<file path="config.mk">
export PLATFORM = sky130hd
export DESIGN_NAME = fcir_regs
export DESIGN_NICKNAME = d
export VERILOG_FILES = /design/src/rtl/fcir_pkg.sv /design/src/rtl/fcir_regs.sv
export SDC_FILE = /design/constraint.sdc
export NUM_CORES = 1
export LEC_CHECK = 0
export BUFFER_PORTS_ARGS = -buffer_cell sky130_fd_sc_hd__buf_4
export CORE_MARGIN = 2
export CORE_UTILIZATION = 47
export CTS_CLUSTER_DIAMETER = 120
export DETAILED_ROUTE_END_ITERATION = 6
export PLACE_DENSITY = 0.84
export REMOVE_ABC_BUFFERS = 1
export SYNTH_ARGS = -nofsm -noshare
export SYNTH_HDL_FRONTEND = slang
export SYNTH_SLANG_ARGS = --single-unit
export TNS_END_PERCENT = 20
</file>
<file path="constraint.sdc">
create_clock -name i_core_clk -period 2.39 [get_ports i_core_clk]
set_input_delay 0.1195 -clock i_core_clk [delete_from_list [all_inputs] [get_ports i_core_clk]]
set_output_delay 0.1195 -clock i_core_clk [all_outputs]
set_load 0.01 [all_outputs]
</file>
<file path="src/rtl/fcir_pkg.sv">
// ****************************************************************
// Shared constants of the flash command index and ECC config bank
// ****************************************************************
package fcir_pkg;

    // ************************************************************
    // Register byte addresses on the APB
    // ************************************************************
    localparam logic [7:0] FCIR_OFS_CMD_INDEX   = 8'h00;
    localparam logic [7:0] FCIR_OFS_FACTORY_RSV = 8'h04;
    localparam logic [7:0] FCIR_OFS_FLASH_CFG   = 8'h08;
    localparam logic [7:0] FCIR_OFS_ERROR_CFG   = 8'h0c;
    localparam logic [7:0] FCIR_OFS_IRQ_STATUS  = 8'h10;
    localparam logic [7:0] FCIR_OFS_IRQ_MASK    = 8'h14;

    // ************************************************************
    // Field positions
    // ************************************************************
    localparam int FCIR_BIT_CMD_DONE_IE   = 7;
    localparam int FCIR_BIT_SUPPRESS_SF   = 4;
    localparam int FCIR_BIT_FORCE_DF      = 1;
    localparam int FCIR_BIT_FORCE_SF      = 0;
    localparam int FCIR_BIT_DF_IE         = 1;
    localparam int FCIR_BIT_SF_IE         = 0;
    // Interrupt status and mask layout
    localparam int FCIR_EVT_CMD_DONE      = 0;
    localparam int FCIR_EVT_SINGLE_FAULT  = 1;
    localparam int FCIR_EVT_DOUBLE_FAULT  = 2;
    localparam int FCIR_EVT_W             = 3;

    // ************************************************************
    // Reset values and write masks
    // ************************************************************
    localparam logic [7:0] FCIR_RST_CMD_INDEX   = 8'h00;
    localparam logic [7:0] FCIR_RST_FACTORY_RSV = 8'h00;
    localparam logic [7:0] FCIR_RST_FLASH_CFG   = 8'h00;
    localparam logic [7:0] FCIR_RST_ERROR_CFG   = 8'h00;
    localparam logic [2:0] FCIR_RST_IRQ         = 3'h0;
    localparam logic [7:0] FCIR_MASK_FLASH_CFG  = 8'h93;
    localparam logic [7:0] FCIR_MASK_ERROR_CFG  = 8'h03;

endpackage

</file>
<file path="src/rtl/fcir_regs.sv">
`timescale 1ns/1ps
// Operation
// - Index field selects which command object array word is accessed.
// - Command index register: only index field read/write, other bits zero.
// - Factory reserved register reads zero, resets zero, ignores writes.
// - Config bits: done IE 7, suppress 4, force double 1, force single 0.
// - Command done enable set requests interrupt while done flag set.
// - Suppress single fault blocks single fault reports and their interrupt.
// - Force double fault makes every array read set the double flag.
// - Double fault interrupt only while double fault enable is set.
// - Without forcing, double flag set only by a real double error.
// - Forced double read leaves ECC capture alone unless error is genuine.
// - Force single fault makes each unsuppressed read set single flag; IRQ needs enable.
// - Without forcing, single flag set only by a real single error.
// - Forced single read leaves ECC capture alone unless error is genuine.
// - All implemented error config bits are readable and writable.
// - Error config: double fault enable bit 1, single fault enable bit 0.
// - Command done flag reads one when done, zero while in progress.
module fcir_regs
    import fcir_pkg::*;
#(
    parameter int IDX_W = 3
) (
    // Clock, reset, enable
    input  wire logic             i_core_clk,
    input  wire logic             i_rstn,
    input  wire logic             i_clk_en,
    // APB slave
    input  wire logic             i_psel,
    input  wire logic             i_penable,
    input  wire logic             i_pwrite,
    input  wire logic [7:0]       i_paddr,
    input  wire logic [31:0]      i_pwdata,
    output logic                  o_pready,
    output logic [31:0]           o_prdata,
    output logic                  o_pslverr,
    // Flash controller side
    input  wire logic             i_cmd_done_flag,
    input  wire logic             i_array_read,
    input  wire logic             i_real_single_fault,
    input  wire logic             i_real_double_fault,
    input  wire logic             i_single_fault_flag,
    input  wire logic             i_double_fault_flag,
    output logic [IDX_W-1:0]      o_command_word_index,
    output logic                  o_single_fault_set,
    output logic                  o_double_fault_set,
    output logic                  o_ecc_capture_en,
    // Interrupt requests
    output logic                  o_cmd_done_irq,
    output logic                  o_single_fault_irq,
    output logic                  o_double_fault_irq,
    output logic                  o_irq
);

    // ************************************************************
    // Register storage
    // ************************************************************
    logic [IDX_W-1:0]     index_reg;
    logic [7:0]           flash_cfg_reg;
    logic [7:0]           error_cfg_reg;
    logic [FCIR_EVT_W-1:0] irq_status_reg;
    logic [FCIR_EVT_W-1:0] irq_mask_reg;
    logic                 cmd_done_d_reg;
    logic [31:0]          rdata_next;
    logic                 addr_ok;
    logic                 wr_fire;
    logic                 setup;
    logic                 sf_event;
    logic                 df_event;
    logic [FCIR_EVT_W-1:0] evt;

    // Setup phase, and access phase with the one-cycle answer
    assign setup   = i_psel & ~i_penable;
    assign wr_fire = i_psel & i_penable & o_pready & i_pwrite & ~o_pslverr;

    // ************************************************************
    // Fault event decode
    // ************************************************************
    // suppress single: masks both real and forced single faults
    assign sf_event = i_array_read & ~flash_cfg_reg[FCIR_BIT_SUPPRESS_SF]
                      & (flash_cfg_reg[FCIR_BIT_FORCE_SF] | i_real_single_fault);
    assign df_event = i_array_read
                      & (flash_cfg_reg[FCIR_BIT_FORCE_DF] | i_real_double_fault);

    // Events seen by the sticky status: done rising, fault sets
    assign evt = {df_event, sf_event, i_cmd_done_flag & ~cmd_done_d_reg};

    // ************************************************************
    // Read decode
    // ************************************************************
    // Decode address and build read word, reserved bits zero
    always_comb begin
        addr_ok    = 1'b1;
        rdata_next = 32'h0000_0000;
        case (i_paddr)
            FCIR_OFS_CMD_INDEX:   rdata_next[IDX_W-1:0] = index_reg;
            FCIR_OFS_FACTORY_RSV: rdata_next[7:0] = FCIR_RST_FACTORY_RSV;
            FCIR_OFS_FLASH_CFG:   rdata_next[7:0] = flash_cfg_reg;
            FCIR_OFS_ERROR_CFG:   rdata_next[7:0] = error_cfg_reg;
            FCIR_OFS_IRQ_STATUS:  rdata_next[FCIR_EVT_W-1:0] = irq_status_reg;
            FCIR_OFS_IRQ_MASK:    rdata_next[FCIR_EVT_W-1:0] = irq_mask_reg;
            default:              addr_ok = 1'b0;
        endcase
    end

    // ************************************************************
    // APB answer
    // ************************************************************
    // Answer prepared in setup so every bus output is a flop
    always_ff @(posedge i_core_clk or negedge i_rstn) begin
        if (!i_rstn) begin
            o_pready  <= 1'b0;
            o_prdata  <= 32'h0000_0000;
            o_pslverr <= 1'b0;
        end else if (i_clk_en) begin
            o_pready  <= setup;
            o_pslverr <= setup & ~addr_ok;
            if (setup && !i_pwrite) begin
                o_prdata <= rdata_next;
            end
        end
    end

    // ************************************************************
    // Command index
    // ************************************************************
    // index steers array word
    always_ff @(posedge i_core_clk or negedge i_rstn) begin
        if (!i_rstn) begin
            index_reg <= FCIR_RST_CMD_INDEX[IDX_W-1:0];
        end else if (i_clk_en && wr_fire && i_paddr == FCIR_OFS_CMD_INDEX) begin
            index_reg <= i_pwdata[IDX_W-1:0];
        end
    end

    // ************************************************************
    // Configuration registers
    // ************************************************************
    // bit layout via write mask
    // force bits change only by software write or reset
    always_ff @(posedge i_core_clk or negedge i_rstn) begin
        if (!i_rstn) begin
            flash_cfg_reg <= FCIR_RST_FLASH_CFG;
        end else if (i_clk_en && wr_fire && i_paddr == FCIR_OFS_FLASH_CFG) begin
            flash_cfg_reg <= i_pwdata[7:0] & FCIR_MASK_FLASH_CFG;
        end
    end

    // enables at bits 1 and 0
    always_ff @(posedge i_core_clk or negedge i_rstn) begin
        if (!i_rstn) begin
            error_cfg_reg <= FCIR_RST_ERROR_CFG;
        end else if (i_clk_en && wr_fire && i_paddr == FCIR_OFS_ERROR_CFG) begin
            error_cfg_reg <= i_pwdata[7:0] & FCIR_MASK_ERROR_CFG;
        end
    end

    // ************************************************************
    // Fault and capture strobes
    // ************************************************************
    // forced double sets flag
    always_ff @(posedge i_core_clk or negedge i_rstn) begin
        if (!i_rstn) begin
            o_single_fault_set <= 1'b0;
            o_double_fault_set <= 1'b0;
            o_ecc_capture_en   <= 1'b0;
        end else if (i_clk_en) begin
            o_single_fault_set <= sf_event;
            o_double_fault_set <= df_event;
            o_ecc_capture_en   <= i_array_read & (i_real_double_fault
                                  | (i_real_single_fault & ~flash_cfg_reg[FCIR_BIT_SUPPRESS_SF]));
        end
    end

    // Index out, registered to match bus writes
    always_ff @(posedge i_core_clk or negedge i_rstn) begin
        if (!i_rstn) begin
            o_command_word_index <= FCIR_RST_CMD_INDEX[IDX_W-1:0];
        end else if (i_clk_en) begin
            o_command_word_index <= index_reg;
        end
    end

    // ************************************************************
    // Interrupt requests
    // ************************************************************
    // done, single fault and double fault interrupts
    always_ff @(posedge i_core_clk or negedge i_rstn) begin
        if (!i_rstn) begin
            o_cmd_done_irq     <= 1'b0;
            o_single_fault_irq <= 1'b0;
            o_double_fault_irq <= 1'b0;
        end else if (i_clk_en) begin
            o_cmd_done_irq     <= i_cmd_done_flag & flash_cfg_reg[FCIR_BIT_CMD_DONE_IE];
            // Suppression also blocks a flag left over from before
            o_single_fault_irq <= i_single_fault_flag & error_cfg_reg[FCIR_BIT_SF_IE]
                                  & ~flash_cfg_reg[FCIR_BIT_SUPPRESS_SF];
            o_double_fault_irq <= i_double_fault_flag & error_cfg_reg[FCIR_BIT_DF_IE];
        end
    end

    // Sticky event status; a set in the clearing cycle wins
    always_ff @(posedge i_core_clk or negedge i_rstn) begin
        if (!i_rstn) begin
            irq_status_reg <= FCIR_RST_IRQ;
            cmd_done_d_reg <= 1'b0;
        end else if (i_clk_en) begin
            cmd_done_d_reg <= i_cmd_done_flag;
            if (wr_fire && i_paddr == FCIR_OFS_IRQ_STATUS) begin
                irq_status_reg <= (irq_status_reg & ~i_pwdata[FCIR_EVT_W-1:0]) | evt;
            end else begin
                irq_status_reg <= irq_status_reg | evt;
            end
        end
    end

    // Mask register and combined interrupt line
    always_ff @(posedge i_core_clk or negedge i_rstn) begin
        if (!i_rstn) begin
            irq_mask_reg <= FCIR_RST_IRQ;
            o_irq        <= 1'b0;
        end else if (i_clk_en) begin
            if (wr_fire && i_paddr == FCIR_OFS_IRQ_MASK) begin
                irq_mask_reg <= i_pwdata[FCIR_EVT_W-1:0];
            end
            o_irq <= |(irq_status_reg & irq_mask_reg);
        end
    end
endmodule

</file>
# == Yosys cells after proc, flatten, opt, wreduce, memory -nomap -nowiden ==
# Index checks and enable logic that the tools add are counted.
# word_totals
regBits,36
input_bits,52
output_inout_bits,44
elab_cells,68
# op_classes
n_eq_ne,5
n_mux,4
n_bitwise,29
n_reduce_logical,13
# ops
op,n
$and A1 B1 Y1,16
$eq A8 B4 Y1 const B,2
$eq A8 B5 Y1 const B,2
$pmux W3 S5,1
$eq A8 B3 Y1 const B,1
$logic_not A8 Y1,1
$logic_and A1 B1 Y1,7
$and A3 B3 Y3,2
$or A3 B3 Y3,2
$reduce_or A6 Y1,1
$mux W5,1
$not A1 Y1,5
$reduce_and A2 Y1,2
$mux W3,1
$not A3 Y3,1
$or A1 B1 Y1,3
$reduce_or A3 Y1,1
$logic_not A1 Y1,1
$mux W1,1

# == Longest topological paths before layout ==
# Gate-level depths: netlist (run 1).
# depth
ltp_word,6
mapped_depth,5
depth_no_buf,4

# == Least setup slack after synthesis (run 1) ==
# OpenSTA, ideal clock, no wires.
# synth_timing
kind,flip-flop to flip-flop
start,register o_pready
end,register flash_cfg_reg[0]
setup_ns,0.125
arrival_time_ns,1.285
t_required_ns,2.265
slack_ns,0.980
path_stages_with_launch,5
n_path_buf,0
synth_period_minus_slack_ns,1.410
cell_sequence,dfrtp_1 -> and4_1 -> and4_4 -> nand2_1 -> mux2_2
# synth_via
elab_chain_cells,5
# synth_rtl
item,line,rtl
start: declaration,fcir_regs.sv:34,"output logic o_pready,"
start signal: assignment,fcir_regs.sv:116,o_pready <= setup;
$and A1 B1 Y1 (3 in series),fcir_regs.sv:74,assign wr_fire = i_psel & i_penable & o_pready & i_pwrite & ~o_pslverr;
$logic_and A1 B1 Y1 (2 in series),fcir_regs.sv:144,end else if (i_clk_en && wr_fire && i_paddr == FCIR_OFS_FLASH_CFG) begin
end signal: assignment,fcir_regs.sv:145,flash_cfg_reg <= i_pwdata[7:0] & FCIR_MASK_FLASH_CFG;
end: declaration,fcir_regs.sv:59,logic [7:0] flash_cfg_reg;
# No other way between the ends.
# A chain may end at the register's enable or synchronous reset.

# == Final worst setup path (run 1) ==
# Same ends and word-level chain as after synthesis.

==> flow_summary.toml, run 1 <==
[floorplan]
fp.coreArea_sq_mm = 0.00361
area_enclosed_by_the_die_boundary_sq_mm = 0.00418
start_util_pct = 48.0
die_w_um = 64.7
row_count = 22
fp.dieH_um = 64.7
ios = 96

[hold_path]
hp-class = "input port to flip-flop"
whs_path_depth = 3

[setup_path]
critPathLaunchType = "flip-flop"
crit_arrival_ns = 1.68
element_type_at_the_critical_path_end = "flip-flop"
path_cells = "and4_1 > and4_4 > nand2_1 > mux2_2"
critPathSlowestCell = "sky130_fd_sc_hd__dfrtp_1"
critical_path.max_fanout = 4
reg2reg_depth = 4
crit_type = "flip-flop to flip-flop"
crit_required_ns = 2.56
cp_slowest_stage_delay_ns = 0.39

[synthesis]
postSynth.topFlopCell = "sky130_fd_sc_hd__dfrtp_1"
synth.largest_area_cell = "sky130_fd_sc_hd__dfrtp_1"
number_of_warnings_printed_during_yosys_synthesis = 0
synth.distinct_cells = 31
postSynthRegisterBits = 33
syn-cell-area_sq_mm = 0.00173
synth.area.top_cells = "sky130_fd_sc_hd__dfrtp_1 48%, sky130_fd_sc_hd__mux2_2 13%, sky130_fd_sc_hd__buf_4 12%"
synth-async-reset-ratio_pct = 100
ys_seq_area_share_pct = 47.7
synth_common_cells = "33 x sky130_fd_sc_hd__dfrtp_1, 27 x sky130_fd_sc_hd__buf_4, 20 x sky130_fd_sc_hd__mux2_2, 13 x sky130_fd_sc_hd__o21ai_0, 12 x sky130_fd_sc_hd__nand2_1"
most_frequently_used_cell_type_in_the_post_synthesis_netlist = "sky130_fd_sc_hd__dfrtp_1"
netlist.area_leader.share_pct = 47.7
synth-edff-count = 0
post_synth_inst_count = 163
synth_area_per_cell_sq_um = 10.6

[drt]
route.final.wire_length_um = 3310
vias = 1261
detailedRoute.firstIterationViolations = 49
remaining_routing_drc_violations = 0
drtPass1Iterations = 4
route.detailed.wl_per_inst_um = 12.9
viasPerCell = 4.93
postRouteAntennaNets = 0

[timing]
tcrit_tclk_final_pct = 62.8
hold_ws_ns = 0.0568
setup_viol = 0
finalMaxSlewViolations = 0
setup-tns-final_ns = 0
period_minus_slack_ns = 1.50
finalHoldViolCount = 0
max_frequency_mhz = 666
finalClockSkew_ns = 0.00502
unrepaired_setup_endpoints_after_global_routing = "no"

[flow_run]
drv_cap = 0

[placement]
finalWeightedCongestion = 0.780
io_buffer_count = 41
place.detailed.hpwl_um = 2500

[finish]
area_growth_synth_to_finish_pct = 20.7
largest_reg_flops = 5
num_antenna_cells = 0
finalNetCount = 259
final_layout_size_suffix_gt1_share_pct = 34.6

[power]
p_leak_nw = 1.06
swShare_pct = 24.6
power_switching_mw = 0.287
power_per_cell_area_mw_per_mm2 = 561
vdd_ir_drop_max_v = 0.000267
comb_power_share_pct = 11.3
seqPwrFrac_pct = 49.1
power.internal_mw = 0.883
pwr-share-clk_pct = 39.6

[global_route]
grt.total_usage_pct = 17.2
globalRouteMet2Util_pct = 27.6
globalRoute.busiestLayer = "met2"
grt_antenna_before_repair = 0
grt_max_degree = 34
gr-usage-met3_pct = 4.86
globalRoute.totalOverflow = 0
grt_pass1_wl_um = 5420
grt_pass1_vias = 1180
grt_util_met1_pct = 21.9

[clocking]
clock_tree_from_tritoncts = "yes"
cts_buffers = 5
cts-root-buf = "sky130_fd_sc_hd__clkbuf_8"
path_clk_slew_ns = 0.07
clk_path_buf_depth = 2
clock-sinks = 33
htree_num_levels = 2
clock_latency_ns = 0.29

[status]
outcome = "completed"
[placed cells by master (no fill, tap or decap), types with 2 or more instances in the layout]
master and count:
sky130_fd_sc_hd__mux2_2 20, sky130_fd_sc_hd__o22ai_1 2, sky130_fd_sc_hd__inv_1 9, sky130_fd_sc_hd__nand4_1 5, sky130_fd_sc_hd__nor2b_1 3, sky130_fd_sc_hd__a22o_1 2, sky130_fd_sc_hd__clkbuf_8 7, sky130_fd_sc_hd__a21oi_1 5
sky130_fd_sc_hd__o21ai_0 13, sky130_fd_sc_hd__nor2_1 6, sky130_fd_sc_hd__nor3b_1 2, sky130_fd_sc_hd__conb_1 27, sky130_fd_sc_hd__buf_4 41, sky130_fd_sc_hd__nand3_1 5, sky130_fd_sc_hd__and2b_1 2, sky130_fd_sc_hd__dfrtp_1 33
sky130_fd_sc_hd__nand2_1 12
[final timing paths]
kind	start	end	slack, ns
hold / removal	i_cmd_done_flag	cmd_done_d_reg	0.06
hold reg to reg	o_prdata[2]	o_prdata[2]	0.48
min in group asynchronous	i_rstn	o_double_fault_irq	0.31
setup / recovery	o_pready	flash_cfg_reg[0]	0.89
setup reg to reg	o_pready	flash_cfg_reg[0]	0.89
max in group asynchronous	i_rstn	o_single_fault_set	1.77
[power groups by stage]
stage / clock [mW] / combinational, mW / sequential, mW
after floorplan: 0 / 0.0487 / 0.589
after global placement: 0 / 0.130 / 0.585
after detailed placement: 0 / 0.132 / 0.585
after CTS: 0.472 / 0.134 / 0.574
after global routing: 0.499 / 0.148 / 0.575
final: 0.464 / 0.133 / 0.574
[cell type report]
cell class                      count  area, sq um
Inverter                            9         33.8
Fill cell                         341         1520
Multi-Input combinational cell    116          749
Sequential cell                    33          826
Clock inverter                      1         5.00
Tap cell                           48         60.1
Clock buffer                        7         96.3
Timing Repair Buffer               42          318
[metal layers]
metal	vias to the layer above	part of all wire (%)
li1	602	-
met1	612	43
met2	42	49
met3	5	6.1
met4	0	1.3
met5	-	0
[kinds of logic (layout without fill, tap and decap cells)]
| logic type | Yosys count | in the layout | share of synthesized area, % |
|---|---|---|---|
| muxes | 20 | 20 | 13.0 |
| and+or+nand+nor | 41 | 41 | 14.4 |
| other | 1 | 27 | 0.217 |
| AOI/OAI and AO/OA | 28 | 28 | 10.1 |
| DFF | 33 | 33 | 47.7 |
| buffers and inverters | 40 | 59 | 14.6 |
[stage by stage]
step / power, mW / setup slack (ns) / std cells / instance area, sq um / util, %
floorplan: 0.638 / 0.980 / 158 / 1610 / -
global placement: 0.715 / 0.934 / 247 / 1980 / 54.8
detailed placement: 0.717 / 0.907 / 247 / 1980 / 54.8
CTS: 1.18 / 0.891 / 256 / 2090 / 57.9
global route: 1.22 / 0.822 / 256 / 2090 / 57.9
finish: 1.17 / 0.888 / 256 / 2090 / 57.9
[repair_timing]
action	in CTS	in global routing
hold endpoints to repair	33	0
gates resized for setup	0	0
hold buffers	1	0
buffers inserted	0	0
endpoints found under the setup margin	0	0
[critical path: cells and delay by family, from the launching register on]
family | cells | cell delay [ns]
simple gates | 3 | 0.64
flops | 1 | 0.39
mux | 1 | 0.36
(Power assumes the default switching activity.)
==> inputs of run 2 (changes only) <==
--- a/config.mk
+++ b/config.mk
@@ -7,10 +7,10 @@
 export LEC_CHECK = 0
 export BUFFER_PORTS_ARGS = -buffer_cell sky130_fd_sc_hd__buf_4
 export CORE_MARGIN = 2
-export CORE_UTILIZATION = 47
+export CORE_UTILIZATION = 40
 export CTS_CLUSTER_DIAMETER = 120
 export DETAILED_ROUTE_END_ITERATION = 6
-export PLACE_DENSITY = 0.84
+export PLACE_DENSITY = 0.76
 export REMOVE_ABC_BUFFERS = 1
 export SYNTH_ARGS = -nofsm -noshare
 export SYNTH_HDL_FRONTEND = slang
==> constraint.sdc (replaced) <==
create_clock -name i_core_clk -period 1.2 [get_ports i_core_clk]
set_input_delay 0.06 -clock i_core_clk [delete_from_list [all_inputs] [get_ports i_core_clk]]
set_output_delay 0.06 -clock i_core_clk [all_outputs]
set_load 0.01 [all_outputs]
==> flow_summary.toml, run 2 (synthesis gave the netlist of run 1 again) <==
[status]
outcome = "complete, but fails checks"
failed_checks = "setup timing"

[global_route]
globalRoute.totalOverflow = 0
grt_antenna_before_repair = 0
grt_max_degree = 34
grt_pass1_wl_um = 5760
grt.total_usage_pct = 15.2
grt_pass1_vias = 1222

[setup_path]
critical_path.max_fanout = 4
crit_type = "flip-flop to flip-flop"
path_cells = "and2b_1 > and4_4 > nand4b_4 > mux2_2"
critPathLaunchType = "flip-flop"
cp_slowest_stage_delay_ns = 0.38
critPathSlowestCell = "sky130_fd_sc_hd__dfrtp_1"
crit_arrival_ns = 1.57
crit_required_ns = 1.36
element_type_at_the_critical_path_end = "flip-flop"

[placement]
finalWeightedCongestion = 0.816
numPlacedInstances = 264
place.detailed.hpwl_um = 2700
io_buffer_count = 41
place_area_sq_mm = 0.00209

[drt]
vias = 1309
postRouteAntennaNets = 0
detailedRoute.firstIterationViolations = 65
viasPerCell = 4.78
remaining_routing_drc_violations = 0
route.final.wire_length_um = 3630
route.detailed.wl_per_inst_um = 13.2
drtPass1Iterations = 4

[power]
power_per_cell_area_mw_per_mm2 = 1010
vdd_ir_drop_max_v = 0.000503
post-layout-total-power_mw = 2.24
p_leak_nw = 1.14

[floorplan]
fp.coreArea_sq_mm = 0.00409
area_enclosed_by_the_die_boundary_sq_mm = 0.00487
row_count = 23
start_util_pct = 42.3
ios = 96
fp.dieH_um = 69.8
die_w_um = 69.8

[timing]
unrepaired_setup_endpoints_after_global_routing = "yes"
finalMaxSlewViolations = 0
fin_ws_ns = -0.203
max_frequency_mhz = 713
finalHoldViolCount = 0
setup_viol = 13
setup-tns-final_ns = -2.10
period_minus_slack_ns = 1.40
tcrit_tclk_final_pct = 117
finalClockSkew_ns = 0.00612

[finish]
largest_reg_flops = 5
mostFrequentLayoutCell = "sky130_fd_sc_hd__buf_4"
finalNonFillerCells = 274
area_growth_synth_to_finish_pct = 27.8
finalNetCount = 275
finalCoreUtilization_pct = 54.1
most-common-layout-cells = "56 x sky130_fd_sc_hd__buf_4, 33 x sky130_fd_sc_hd__dfrtp_1, 27 x sky130_fd_sc_hd__conb_1, 20 x sky130_fd_sc_hd__mux2_2, 11 x sky130_fd_sc_hd__nand2_1"
num_antenna_cells = 0
final_cell_area_sq_mm = 0.00221
final_layout_size_suffix_gt1_share_pct = 40.6

[clocking]
postCtsSetupBuffers = 0
cts-root-buf = "sky130_fd_sc_hd__clkbuf_8"
cts_buffers = 5
htree_num_levels = 2
clock-sinks = 33
path_clk_slew_ns = 0.07
clock_latency_ns = 0.28
clk_path_buf_depth = 2
clock_tree_from_tritoncts = "yes"

[hold_path]
hp-class = "input port to flip-flop"

[flow_run]
drv_cap = 0
-- run 2: critical path: cells and delay by family, from the launching register on --
family | cells | cell delay (ns)
mux | 1 | 0.29
flops | 1 | 0.38
simple gates | 3 | 0.61
-- run 2: layer usage --
metal	track usage, %	wire length [um]
met2	23.0	1680
met5	0	0
met4	6.41	59
met1	20.2	1640
met3	4.51	249
-- run 2: final timing paths --
| path | start | end | slack [ns] | cells after the start |
|---|---|---|---|---|
| setup / recovery | o_pslverr | irq_mask_reg[0] | -0.20 | 4 |
| hold / removal | i_double_fault_flag | o_double_fault_irq | 0.004 | 3 |
| setup reg to reg | o_pslverr | irq_mask_reg[0] | -0.20 | 4 |
| hold reg to reg | o_prdata[7] | o_prdata[7] | 0.49 | 2 |
| max in group asynchronous | i_rstn | o_command_word_index[0] | 0.64 | 2 |
| min in group asynchronous | i_rstn | o_prdata[4] | 0.26 | 2 |
-- run 2: layout make-up --
| type | instances | area, sq um |
|---|---|---|
| Fill cell | 373 | 1870 |
| Sequential cell | 33 | 826 |
| Multi-Input combinational cell | 116 | 767 |
| Timing Repair Buffer | 58 | 440 |
| Clock buffer | 6 | 72.6 |
| Tap cell | 50 | 62.6 |
| Inverter | 9 | 33.8 |
| Clock inverter | 2 | 10.0 |
-- run 2: repair_timing --
item | in CTS | in global routing
resized for setup | 4 | 5
endpoints found under the hold margin | 34 | 0
setup endpoints to repair | 16 | 17
pin swaps | 3 | 2
hold buffers | 2 | 0
gates cloned | 0 | 0
-- run 2: report_power, final --
group          switching (mW)  leakage (nW)  internal (mW)
Clock                   0.393        0.0450          0.401
Combinational           0.169         0.654          0.134
Sequential             0.0102         0.437           1.13
Total                   0.573          1.14           1.67
-- run 2: through the flow --
| stage | hold WS [ns] | setup slack (ns) |
|---|---|---|
| 3_5_place_dp | 0.0289 | -0.222 |
| 5_1_grt | 0.00433 | -0.263 |
| 3_3_place_gp | 0.0244 | -0.195 |
| 2_1_floorplan | -0.236 | -0.210 |
| 6_report | 0.00404 | -0.203 |
| 4_1_cts | 0.00529 | -0.211 |
